`config.mk`:
```
export PLATFORM = sky130hd
export DESIGN_NAME = msh_top
export DESIGN_NICKNAME = d
export VERILOG_FILES = /design/src/include/msh_pkg.sv /design/src/logic/msh_param_ram.sv /design/src/logic/msh_ahb_slave.sv /design/src/logic/msh_top.sv
export SDC_FILE = /design/constraint.sdc
export NUM_CORES = 2
export LEC_CHECK = 0
export BUFFER_PORTS_ARGS = -buffer_cell sky130_fd_sc_hd__buf_2
export CAP_MARGIN = 20
export CORE_MARGIN = 2
export CORE_UTILIZATION = 60
export DETAILED_ROUTE_END_ITERATION = 8
export PLACE_DENSITY = 0.74
export SYNTH_ARGS = -nofsm -noshare
export SYNTH_HDL_FRONTEND = slang
export SYNTH_SLANG_ARGS = --single-unit
export TNS_END_PERCENT = 30
```
`constraint.sdc`:
```
create_clock -name hclk -period 5.82 [get_ports hclk]
set_clock_uncertainty 0.2 [all_clocks]
set_input_delay 0.873 -clock hclk [delete_from_list [all_inputs] [get_ports hclk]]
set_output_delay 0.873 -clock hclk [all_outputs]
set_load 0.01 [all_outputs]
```
`src/include/msh_pkg.sv`:
```
// Operation
// - Fresh execute request starts a transmission
// - Abort request forcibly ends the transmission
// - Abort wins over a simultaneous execute
// - Device type codes 6 and 16
// - Protocol 1 is the request/response protocol
// - Protocol 2 sends words, expects no reply
// - Protocol 3 sends bytes, expects no reply
// - Circuit number valid from 1 to 8
// - Channel 1-10 first variant, 1-4 second
// - Second variant shares four channels both ways
// - Parameter list is 17 words from pointer
// - Requester fills list, block writes result back; the code writes none after an abort or a refused request
// - Busy held during transmission or abort
// - Completion flag pulses exactly one scan
// - Error flag pulses exactly one scan
// - Result byte 00 busy, 10 done, 8x error
package msh_pkg;

    // ------------------------------------------------------------
    // Register map (byte addresses)
    // ------------------------------------------------------------
    localparam logic [11:0] MSH_ADDR_CTRL = 12'h000;
    localparam logic [11:0] MSH_ADDR_SEL = 12'h004;
    localparam logic [11:0] MSH_ADDR_PTR = 12'h008;
    localparam logic [11:0] MSH_ADDR_STAT = 12'h00c;
    localparam logic [11:0] MSH_ADDR_LIST = 12'h100;
    localparam logic [11:0] MSH_ADDR_LIST_END = 12'h1fc;

    // Control bits
    localparam int MSH_CTRL_EXEC = 0;
    localparam int MSH_CTRL_ABORT = 1;

    // Status bits
    localparam int MSH_STAT_BUSY = 0;
    localparam int MSH_STAT_OK = 1;
    localparam int MSH_STAT_ERR = 2;
    localparam int MSH_STAT_RES_LO = 8;

    // ------------------------------------------------------------
    // Selector codes
    // ------------------------------------------------------------
    localparam logic [7:0] MSH_DEV_VAR1 = 8'h06;
    localparam logic [7:0] MSH_DEV_VAR2 = 8'h10;
    localparam logic [7:0] MSH_PROTO_REQRSP = 8'h01;
    localparam logic [7:0] MSH_PROTO_RAW_WORD = 8'h02;
    localparam logic [7:0] MSH_PROTO_RAW_BYTE = 8'h03;
    localparam logic [7:0] MSH_CIRC_MIN = 8'h01;
    localparam logic [7:0] MSH_CIRC_MAX = 8'h08;
    localparam logic [7:0] MSH_CHAN_MIN = 8'h01;
    localparam logic [7:0] MSH_CHAN_MAX_VAR1 = 8'h0a;
    localparam logic [7:0] MSH_CHAN_MAX_VAR2 = 8'h04;

    // ------------------------------------------------------------
    // Parameter list layout and result codes
    // ------------------------------------------------------------
    localparam int MSH_LIST_WORDS = 17;
    localparam logic [7:0] MSH_RES_BUSY = 8'h00;
    localparam logic [7:0] MSH_RES_DONE = 8'h10;
    localparam logic [3:0] MSH_RES_ERR_HI = 4'h8;
    localparam logic [3:0] MSH_ERR_SELECT = 4'hf;
    localparam logic [3:0] MSH_ERR_NONE = 4'h0;

    // Ladder handshake state
    typedef enum logic [1:0] {
        MSH_ST_IDLE,
        MSH_ST_SEND,
        MSH_ST_ABORT
    } msh_state_e;

    // Request to the transfer engine
    typedef struct packed {
        logic start;
        logic abort;
        logic expect_reply;
        logic byte_mode;
        logic [7:0] dev_type;
        logic [7:0] protocol;
        logic [7:0] circuit;
        logic [7:0] channel;
        logic [7:0] list_ptr;
    } msh_xfer_req_s;

    // Answer from the transfer engine
    typedef struct packed {
        logic done;
        logic fail;
        logic [3:0] code;
        logic [7:0] detail;
    } msh_xfer_rsp_s;

    // Handshake flags toward the requester
    typedef struct packed {
        logic busy;
        logic complete;
        logic error;
    } msh_flags_s;

endpackage

```
`src/logic/msh_param_ram.sv`:
```
`timescale 1ns/10ps
module msh_param_ram #(
    parameter int DEPTH = 64,
    parameter int AW = 6
) (
    // Clock
    input wire logic hclk,
    // Bus port
    input wire logic bus_we,
    input wire logic [AW-1:0] bus_addr,
    input wire logic [15:0] bus_wdata,
    output logic [15:0] bus_rdata,
    // Handshake engine write port, wins over the bus
    input wire logic fsm_we,
    input wire logic [AW-1:0] fsm_addr,
    input wire logic [15:0] fsm_wdata,
    // Transfer engine read port
    input wire logic [AW-1:0] eng_addr,
    output logic [15:0] eng_rdata
);
    // ------------------------------------------------------------
    // Storage
    // ------------------------------------------------------------
    logic [15:0] mem [DEPTH];

    // Writes: result words must never be lost to a bus write
    always_ff @(posedge hclk) begin
        if (fsm_we) begin
            mem[fsm_addr] <= fsm_wdata;
        end
        if (bus_we && !(fsm_we && fsm_addr == bus_addr)) begin
            mem[bus_addr] <= bus_wdata;
        end
    end

    // Registered reads on both read ports
    always_ff @(posedge hclk) begin
        bus_rdata <= mem[bus_addr];
        eng_rdata <= mem[eng_addr];
    end
endmodule

```
`src/logic/msh_ahb_slave.sv`:
```
`timescale 1ns/10ps
module msh_ahb_slave (
    // Clock and reset
    input wire logic hclk,
    input wire logic hresetn,
    // AHB-Lite slave side
    input wire logic hsel,
    input wire logic [11:0] haddr,
    input wire logic [1:0] htrans,
    input wire logic hwrite,
    input wire logic [2:0] hsize,
    input wire logic hready,
    output logic hreadyout,
    output logic hresp,
    // Register access toward the core
    output logic wr_en,
    output logic [11:0] acc_addr,
    output logic rd_cap
);
    // ------------------------------------------------------------
    // Data-phase tracking
    // ------------------------------------------------------------
    // Reads take two wait states: the list memory reads a cycle after
    // its address, and read data is captured a cycle after that.
    typedef struct packed {
        logic wr_pend;
        logic rd_pend;
        logic rd_wait;
        logic [11:0] addr;
    } msh_ahb_s;

    msh_ahb_s q;
    msh_ahb_s next_q;
    logic take;

    assign take = hsel && hready && htrans[1];
    assign hreadyout = !(q.rd_pend || q.rd_wait);
    assign hresp = 1'b0;
    assign wr_en = q.wr_pend;
    assign rd_cap = q.rd_wait;
    assign acc_addr = q.addr;

    // Next state of the address/data phase tracker
    always_comb begin
        next_q = q;
        next_q.wr_pend = 1'b0;
        next_q.rd_wait = 1'b0;
        if (q.rd_pend) begin
            // First data-phase cycle of a read: stall once
            next_q.rd_pend = 1'b0;
            next_q.rd_wait = 1'b1;
        end else if (take) begin
            next_q.addr = {haddr[11:2], 2'b00};
            next_q.wr_pend = hwrite;
            next_q.rd_pend = !hwrite;
        end
    end

    // Tracker registers
    always_ff @(posedge hclk or negedge hresetn) begin
        if (!hresetn) begin
            q <= '0;
        end else begin
            q <= next_q;
        end
    end
endmodule

```
`src/logic/msh_top.sv`:
```
`timescale 1ns/10ps
module msh_top #(
    parameter int LIST_DEPTH = 64,
    parameter int LIST_AW = 6
) (
    // Clock and reset
    input wire logic hclk,
    input wire logic hresetn,
    // AHB-Lite slave
    input wire logic hsel,
    input wire logic [31:0] haddr,
    input wire logic [1:0] htrans,
    input wire logic hwrite,
    input wire logic [2:0] hsize,
    input wire logic [31:0] hwdata,
    input wire logic hready,
    output logic hreadyout,
    output logic hresp,
    output logic [31:0] hrdata,
    // Transfer engine
    output msh_pkg::msh_xfer_req_s xfer_req,
    input wire msh_pkg::msh_xfer_rsp_s xfer_rsp,
    input wire logic [LIST_AW-1:0] eng_addr,
    output logic [15:0] eng_rdata,
    // Handshake flags
    output msh_pkg::msh_flags_s flags
);
    import msh_pkg::*;

    // ------------------------------------------------------------
    // State
    // ------------------------------------------------------------
    typedef struct packed {
        msh_state_e st;         // Handshake state
        logic exec;             // Execute request bit from software
        logic abort;            // Abort request bit from software
        logic exec_q;           // Last scan's execute, for edge
        logic abort_q;          // Last scan's abort, for edge
        logic [31:0] sel;       // Selector register
        logic [LIST_AW-1:0] ptr; // Parameter list start
        logic busy;
        logic complete;
        logic error;
        logic last_ok;          // Last request ended well
        logic last_err;         // Last request ended in error
        logic [7:0] result;     // Last result byte
        logic start;            // One-cycle start to engine
        logic abort_req;        // One-cycle abort to engine
        logic stat_pend;        // Status word still to write
        logic [15:0] stat_word;
        logic [31:0] rdata;
    } msh_top_s;

    msh_top_s q;
    msh_top_s next_q;

    // Bus slave side
    logic wr_en;
    logic [11:0] acc_addr;
    logic rd_cap;
    logic list_hit;
    logic [15:0] list_rdata;
    logic list_bus_we;

    // Handshake engine write port into the list
    logic fsm_we;
    logic [LIST_AW-1:0] fsm_addr;
    logic [15:0] fsm_wdata;

    // Decoded selectors
    logic [7:0] dev_type;
    logic [7:0] protocol;
    logic [7:0] circuit;
    logic [7:0] channel;
    logic dev_ok;
    logic proto_ok;
    logic circ_ok;
    logic chan_ok;
    logic sel_ok;
    logic ptr_ok;
    logic exec_rise;
    logic abort_rise;

    // ------------------------------------------------------------
    // Submodules
    // ------------------------------------------------------------
    msh_ahb_slave u_bus (
        .hclk(hclk),
        .hresetn(hresetn),
        .hsel(hsel),
        .haddr(haddr[11:0]),
        .htrans(htrans),
        .hwrite(hwrite),
        .hsize(hsize),
        .hready(hready),
        .hreadyout(hreadyout),
        .hresp(hresp),
        .wr_en(wr_en),
        .acc_addr(acc_addr),
        .rd_cap(rd_cap)
    );

    // List window sits on whole words from the list base
    assign list_hit = (acc_addr >= MSH_ADDR_LIST) &&
                      (acc_addr <= MSH_ADDR_LIST_END);
    assign list_bus_we = wr_en && list_hit;

    msh_param_ram #(
        .DEPTH(LIST_DEPTH),
        .AW(LIST_AW)
    ) u_list (
        .hclk(hclk),
        .bus_we(list_bus_we),
        .bus_addr(acc_addr[LIST_AW+1:2]),
        .bus_wdata(hwdata[15:0]),
        .bus_rdata(list_rdata),
        .fsm_we(fsm_we),
        .fsm_addr(fsm_addr),
        .fsm_wdata(fsm_wdata),
        .eng_addr(eng_addr),
        .eng_rdata(eng_rdata)
    );

    // ------------------------------------------------------------
    // Selector checks
    // ------------------------------------------------------------
    assign dev_type = q.sel[7:0];
    assign protocol = q.sel[15:8];
    assign circuit = q.sel[23:16];
    assign channel = q.sel[31:24];
    // Only the two known device variants are accepted
    assign dev_ok = (dev_type == MSH_DEV_VAR1) ||
                    (dev_type == MSH_DEV_VAR2);
    // Only the three known protocol codes are accepted
    assign proto_ok = (protocol == MSH_PROTO_REQRSP) ||
                      (protocol == MSH_PROTO_RAW_WORD) ||
                      (protocol == MSH_PROTO_RAW_BYTE);
    assign circ_ok = (circuit >= MSH_CIRC_MIN) &&
                     (circuit <= MSH_CIRC_MAX);
    // Variant two has four shared channels
    assign chan_ok = (channel >= MSH_CHAN_MIN) &&
                     (channel <= ((dev_type == MSH_DEV_VAR2) ?
                                  MSH_CHAN_MAX_VAR2 :
                                  MSH_CHAN_MAX_VAR1));
    assign sel_ok = dev_ok && proto_ok && circ_ok && chan_ok;
    // Whole 17-word list must fit in the window
    assign ptr_ok = ({1'b0, q.ptr} + (LIST_AW+1)'(MSH_LIST_WORDS))
                    <= (LIST_AW+1)'(LIST_DEPTH);

    // Edges taken once per scan; a held bit never restarts
    assign exec_rise = q.exec && !q.exec_q;
    assign abort_rise = q.abort && !q.abort_q;

    // ------------------------------------------------------------
    // Next state
    // ------------------------------------------------------------
    always_comb begin
        next_q = q;
        next_q.exec_q = q.exec;
        next_q.abort_q = q.abort;
        next_q.complete = 1'b0;
        next_q.error = 1'b0;
        next_q.start = 1'b0;
        next_q.abort_req = 1'b0;
        next_q.stat_pend = 1'b0;
        fsm_we = 1'b0;
        fsm_addr = q.ptr;
        fsm_wdata = '0;

        // Status word follows its result word by one cycle
        if (q.stat_pend) begin
            fsm_we = 1'b1;
            fsm_addr = q.ptr + LIST_AW'(1);
            fsm_wdata = q.stat_word;
        end

        // Register writes from software
        if (wr_en) begin
            if (acc_addr == MSH_ADDR_CTRL) begin
                next_q.exec = hwdata[MSH_CTRL_EXEC];
                next_q.abort = hwdata[MSH_CTRL_ABORT];
            end else if (acc_addr == MSH_ADDR_SEL) begin
                next_q.sel = hwdata;
            end else if (acc_addr == MSH_ADDR_PTR) begin
                next_q.ptr = hwdata[LIST_AW-1:0];
            end
        end

        case (q.st)
            MSH_ST_IDLE: begin
                if (abort_rise) begin
                    // Abort wins over a simultaneous execute
                    next_q.st = MSH_ST_ABORT;
                    next_q.busy = 1'b1;
                    next_q.abort_req = 1'b1;
                end else if (exec_rise) begin
                    if (sel_ok && ptr_ok) begin
                        next_q.st = MSH_ST_SEND;
                        next_q.busy = 1'b1;
                        next_q.start = 1'b1;
                        next_q.result = MSH_RES_BUSY;
                        fsm_we = !q.stat_pend;
                        fsm_wdata = {MSH_RES_BUSY, 8'h00};
                    end else begin
                        // Bad selectors end at once with error
                        next_q.error = 1'b1;
                        next_q.last_err = 1'b1;
                        next_q.last_ok = 1'b0;
                        next_q.result = {MSH_RES_ERR_HI, MSH_ERR_SELECT};
                    end
                end
            end
            MSH_ST_SEND: begin
                if (q.abort) begin
                    // Forced termination of the running send
                    next_q.st = MSH_ST_ABORT;
                    next_q.abort_req = 1'b1;
                end else if (xfer_rsp.fail) begin
                    next_q.st = MSH_ST_IDLE;
                    next_q.busy = 1'b0;
                    next_q.error = 1'b1;
                    next_q.last_err = 1'b1;
                    next_q.last_ok = 1'b0;
                    next_q.result = {MSH_RES_ERR_HI, xfer_rsp.code};
                    fsm_we = 1'b1;
                    fsm_addr = q.ptr;
                    fsm_wdata = {MSH_RES_ERR_HI, xfer_rsp.code,
                                 xfer_rsp.detail};
                    next_q.stat_pend = 1'b1;
                    next_q.stat_word = {8'h00, xfer_rsp.detail};
                end else if (xfer_rsp.done) begin
                    next_q.st = MSH_ST_IDLE;
                    next_q.busy = 1'b0;
                    next_q.complete = 1'b1;
                    next_q.last_ok = 1'b1;
                    next_q.last_err = 1'b0;
                    next_q.result = MSH_RES_DONE;
                    fsm_we = 1'b1;
                    fsm_addr = q.ptr;
                    fsm_wdata = {MSH_RES_DONE, 8'h00};
                    next_q.stat_pend = 1'b1;
                    next_q.stat_word = {8'h00, xfer_rsp.detail};
                end
            end
            MSH_ST_ABORT: begin
                // Engine confirms the abort by done or fail
                if (xfer_rsp.done || xfer_rsp.fail) begin
                    next_q.st = MSH_ST_IDLE;
                    next_q.busy = 1'b0;
                    next_q.complete = 1'b1;
                    next_q.last_ok = 1'b1;
                    next_q.last_err = 1'b0;
                    next_q.result = MSH_RES_DONE;
                end
            end
            default: begin
                next_q.st = MSH_ST_IDLE;
            end
        endcase

        // Read data captured during the read wait state
        if (rd_cap) begin
            if (acc_addr == MSH_ADDR_CTRL) begin
                next_q.rdata = {30'h0, q.abort, q.exec};
            end else if (acc_addr == MSH_ADDR_SEL) begin
                next_q.rdata = q.sel;
            end else if (acc_addr == MSH_ADDR_PTR) begin
                next_q.rdata = {{(32-LIST_AW){1'b0}}, q.ptr};
            end else if (acc_addr == MSH_ADDR_STAT) begin
                next_q.rdata = {16'h0, q.result, 5'h00,
                                q.last_err, q.last_ok, q.busy};
            end else if (list_hit) begin
                next_q.rdata = {16'h0, list_rdata};
            end else begin
                next_q.rdata = '0;
            end
        end
    end

    // ------------------------------------------------------------
    // State register
    // ------------------------------------------------------------
    always_ff @(posedge hclk or negedge hresetn) begin
        if (!hresetn) begin
            q <= '0;
        end else begin
            q <= next_q;
        end
    end

    // ------------------------------------------------------------
    // Outputs
    // ------------------------------------------------------------
    assign hrdata = q.rdata;
    assign flags.busy = q.busy;
    assign flags.complete = q.complete;
    assign flags.error = q.error;
    assign xfer_req.start = q.start;
    assign xfer_req.abort = q.abort_req;
    // Raw modes expect nothing back
    assign xfer_req.expect_reply = (protocol == MSH_PROTO_REQRSP);
    assign xfer_req.byte_mode = (protocol == MSH_PROTO_RAW_BYTE);
    assign xfer_req.dev_type = dev_type;
    assign xfer_req.protocol = protocol;
    assign xfer_req.circuit = circuit;
    assign xfer_req.channel = channel;
    assign xfer_req.list_ptr = 8'(q.ptr);
endmodule

```
==> results by group <==
STA
  • FMAX: 186 MHz
  • Setup TNS: 0 ns
  • Final critical-path share of the clock period: 0.923
  • Relative slew slack: 0.168
  • Hold Violations, Final: 0
  • Final setup vio count: 0
  • Worst hold slack: 0.0428 ns
  • Post-route minimum period: 5.37 ns
  • Worst slew pin tran: 1.25 ns
  • Unrepaired setup endpoints after global routing: false
  • Max-slew violation count: 0

Final layout
  • FF/Latch Area: 34200 sq um
  • Fill cell count: 7527
  • Share of cells above drive strength 1: 0.444
  • Area of the multi-input gates: 29300 sq um
  • Final Net Count: 4614
  • Commonest non-fill, non-tap cell in the layout: edfxtp_1
  • Most frequent cells in the layout: edfxtp_1 (1024), mux2_2 (907), mux4_2 (338), a22oi_1 (311), buf_4 (259)
  • Synthesis-to-layout area growth: 9.93%

Power and ir drop
  • Leak: 25.8 nW
  • Worst vdd ir: 0.000296 V
  • Pwr Density: 280 nW/um^2

Setup path
  • RR Startpoint: xfer_req[35]$_DFFE_PN0P_
  • Crit path kind: reg -> reg
  • Crit path required time: 6.11 ns
  • Crit path DAT: 5.66 ns
  • R2R Path End: u_list.mem[24][11]$_DFFE_PP_
  • Worst setup EP type: register
  • Cells on worst reg2reg path: 14
  • Setup crit start kind: register
  • Slack of the worst reg-to-reg path: 0.45 ns
  • Peak fanout along the critical path: 26

Route
  • Routed len/inst: 39.7 microns
  • Initial DRC Count: 8677
  • DRC: 0
  • First drt pass iteration count: 8
  • Vias/cell: 7.84
  • Vias: 47800
  • DRT antenna net count: 0
  • Total Wirelength: 242000 microns

Synthesis
  • Synthesized cell area: 66300 sq um
  • Mapped Cells: 4564
  • Netlist cell types: 64
  • Post-Syn Area per Cell: 14.5 sq um
  • Yosys top cell area share: 0.464
  • Async S/R FF share, synth: 0.0951
  • Largest area contributor in the netlist: edfxtp_1
  • Synth Warn #: 0
  • Sequential area share after synthesis: 0.516
  • Ys flop type: edfxtp_1
  • #FFs+latches synth: 1167
  • Leading post-synthesis cells by cell area: edfxtp_1 (46%), mux2_2 (15%), mux4_2 (11%), dfrtp_1 (4.2%), a22oi_1 (3.5%)
  • Number of synthesized flops with an enable pin: 1024

Clocking
  • Clock Pin Slew Worst Setup and Hold Paths: 0.06 ns
  • Worst-Skew Late Latency: 0.77 ns
  • Post_cts resized: 0
  • Cts hold-fix bufs: 0
  • Clock sink count: 1167
  • Postcts setup bufs: 0
  • CTS tree: built
  • Clock root buffer: clkbuf_16
  • Cts bufs inserted: 121
  • Buffers from clock root to sink, at most: 3
  • # H-tree levels: 3

Floorplan
  • Die Height: 336 microns
  • Die area: 113000 sq um
  • Initial core utilization: 0.607
  • Chip width: 336 microns
  • Core footprint: 109000 sq um
  • Row count: 121
  • I/O pins: 191

GRT
  • GR Overflow Total: 0
  • Antenna violations before repair: 34
  • First-pass GRT wire length: 338000 microns
  • GR Util met1: 0.542
  • Busiest grt layer: met2
  • GRT Total Usage: 0.425
  • Largest net degree at the start of global routing: 78
  • GR Util met3: 0.171
  • GR Util met2: 0.605
  • Vias in the first global route: 45500

Worst hold path
  • Min-delay worst type: in -> async

Flow run
  • Max-Cap Viols: 0

Placement
  • Post-DP HPWL: 152000 microns
  • GP Congestion: 0.984
  • Port Buffer Count: 161

Status
  • Status: complete, no violations
-- cell families after synthesis --
group | Yosys count | synth area share
and+or+nand+nor | 580 | 0.0625
adders and majority gates | 8 | 0.00151
AOI/OAI and AO/OA | 820 | 0.0915
DFF | 1167 | 0.516
buffers and inverters | 670 | 0.0481
muxes | 1307 | 0.279
other | 1 | 0.0000566
xor gates and xnor gates | 11 | 0.00145
-- through the flow --
stage          power (mW)  cells  utilization  setup WS (ns)  cell area (sq um)
6_report             20.4   6103        0.667          0.450              72900
5_1_grt              20.7   6096        0.667          0.394              72800
4_1_cts              20.2   6079        0.665          0.623              72600
3_5_place_dp         12.7   5853        0.631          0.678              68800
3_3_place_gp         12.7   5839        0.629          0.706              68600
2_1_floorplan        11.2   4566            -           1.44              66300
-- worst max-delay path, cell delays in order, from the launching register on --
cell and delay (ns):
dfrtp_1 0.41, or4_1 0.57, nor2_1 0.11, nand2_1 0.10
ha_1 0.31, nor2b_1 0.13, o21ai_0 0.17, a21oi_1 0.23
a2111oi_0 0.74, o21a_4 0.71, buf_12 0.32, nor4_4 0.08
buf_4 0.25, o21bai_2 0.42, buf_4 0.29
-- final cells by class --
cell class / instances / area share
Clock buffer: 161 / 0.0447
Inverter: 30 / 0.00155
Tap cell: 1476 / 0.0253
Timing Repair Buffer: 463 / 0.0495
Antenna cell: 12 / 0.000412
Clock inverter: 65 / 0.00752
Sequential cell: 1167 / 0.469
Multi-Input combinational cell: 2729 / 0.402
-- synthesized netlist by cell type (9+ instances only) --
| library cell | number |
|---|---|
| a21oi_1 | 44 |
| a221oi_1 | 104 |
| a22o_1 | 106 |
| a22oi_1 | 311 |
| a31oi_1 | 95 |
| and2_1 | 132 |
| and3_1 | 13 |
| buf_1 | 105 |
| buf_2 | 28 |
| buf_4 | 85 |
| buf_6 | 42 |
| clkbuf_1 | 378 |
| dfrtp_1 | 111 |
| dfxtp_1 | 32 |
| edfxtp_1 | 1024 |
| inv_1 | 29 |
| mux2_1 | 52 |
| mux2_2 | 907 |
| mux2i_1 | 10 |
| mux4_2 | 338 |
| nand2_1 | 82 |
| nand3_1 | 24 |
| nand4_1 | 85 |
| nor2_1 | 100 |
| nor2b_1 | 9 |
| nor4_1 | 19 |
| nor4_4 | 63 |
| o211ai_1 | 11 |
| o21ai_0 | 52 |
| o21bai_1 | 64 |
-- where the power goes --
part	switching [mW]	leakage (nW)	internal [mW]
sequential	0.167	11.1	9.14
clock	3.40	1.86	4.23
combinational	2.41	12.8	1.07
total	5.98	25.8	14.4
-- routing by layer --
| metal | wire (microns) | up-vias |
|---|---|---|
| met2 | 103000 | 4593 |
| met5 | 329 | - |
| met1 | 79800 | 23800 |
| met3 | 40400 | 1086 |
| li1 | - | 18300 |
| met4 | 18400 | 32 |
-- sequential cells by signal (all words and copies together) (netlist names) --
register	count
u_bus.acc_addr	10
u_list.bus_rdata	16
flags	3
q	21
u_bus.wr_en	1
u_bus.q	1
xfer_req	40
u_bus.rd_cap	1
u_list.eng_rdata	16
next_q	2
hrdata	32
u_list.mem	1024
-- worst max path at each step --
stage,to,slack [ns],startpoint,cells after the start
floorplan,u_list.mem[27][0]$_DFFE_PP_,1.44,xfer_req[35]$_DFFE_PN0P_,14
global placement,u_list.mem[24][15]$_DFFE_PP_,0.71,xfer_req[35]$_DFFE_PN0P_,14
detailed placement,u_list.mem[24][9]$_DFFE_PP_,0.68,xfer_req[35]$_DFFE_PN0P_,14
CTS,u_list.mem[24][11]$_DFFE_PP_,0.62,xfer_req[35]$_DFFE_PN0P_,14
global route,u_list.mem[24][11]$_DFFE_PP_,0.39,xfer_req[35]$_DFFE_PN0P_,14
finish,u_list.mem[24][11]$_DFFE_PP_,0.45,xfer_req[35]$_DFFE_PN0P_,14
Power figures use the tool's default switching activity.
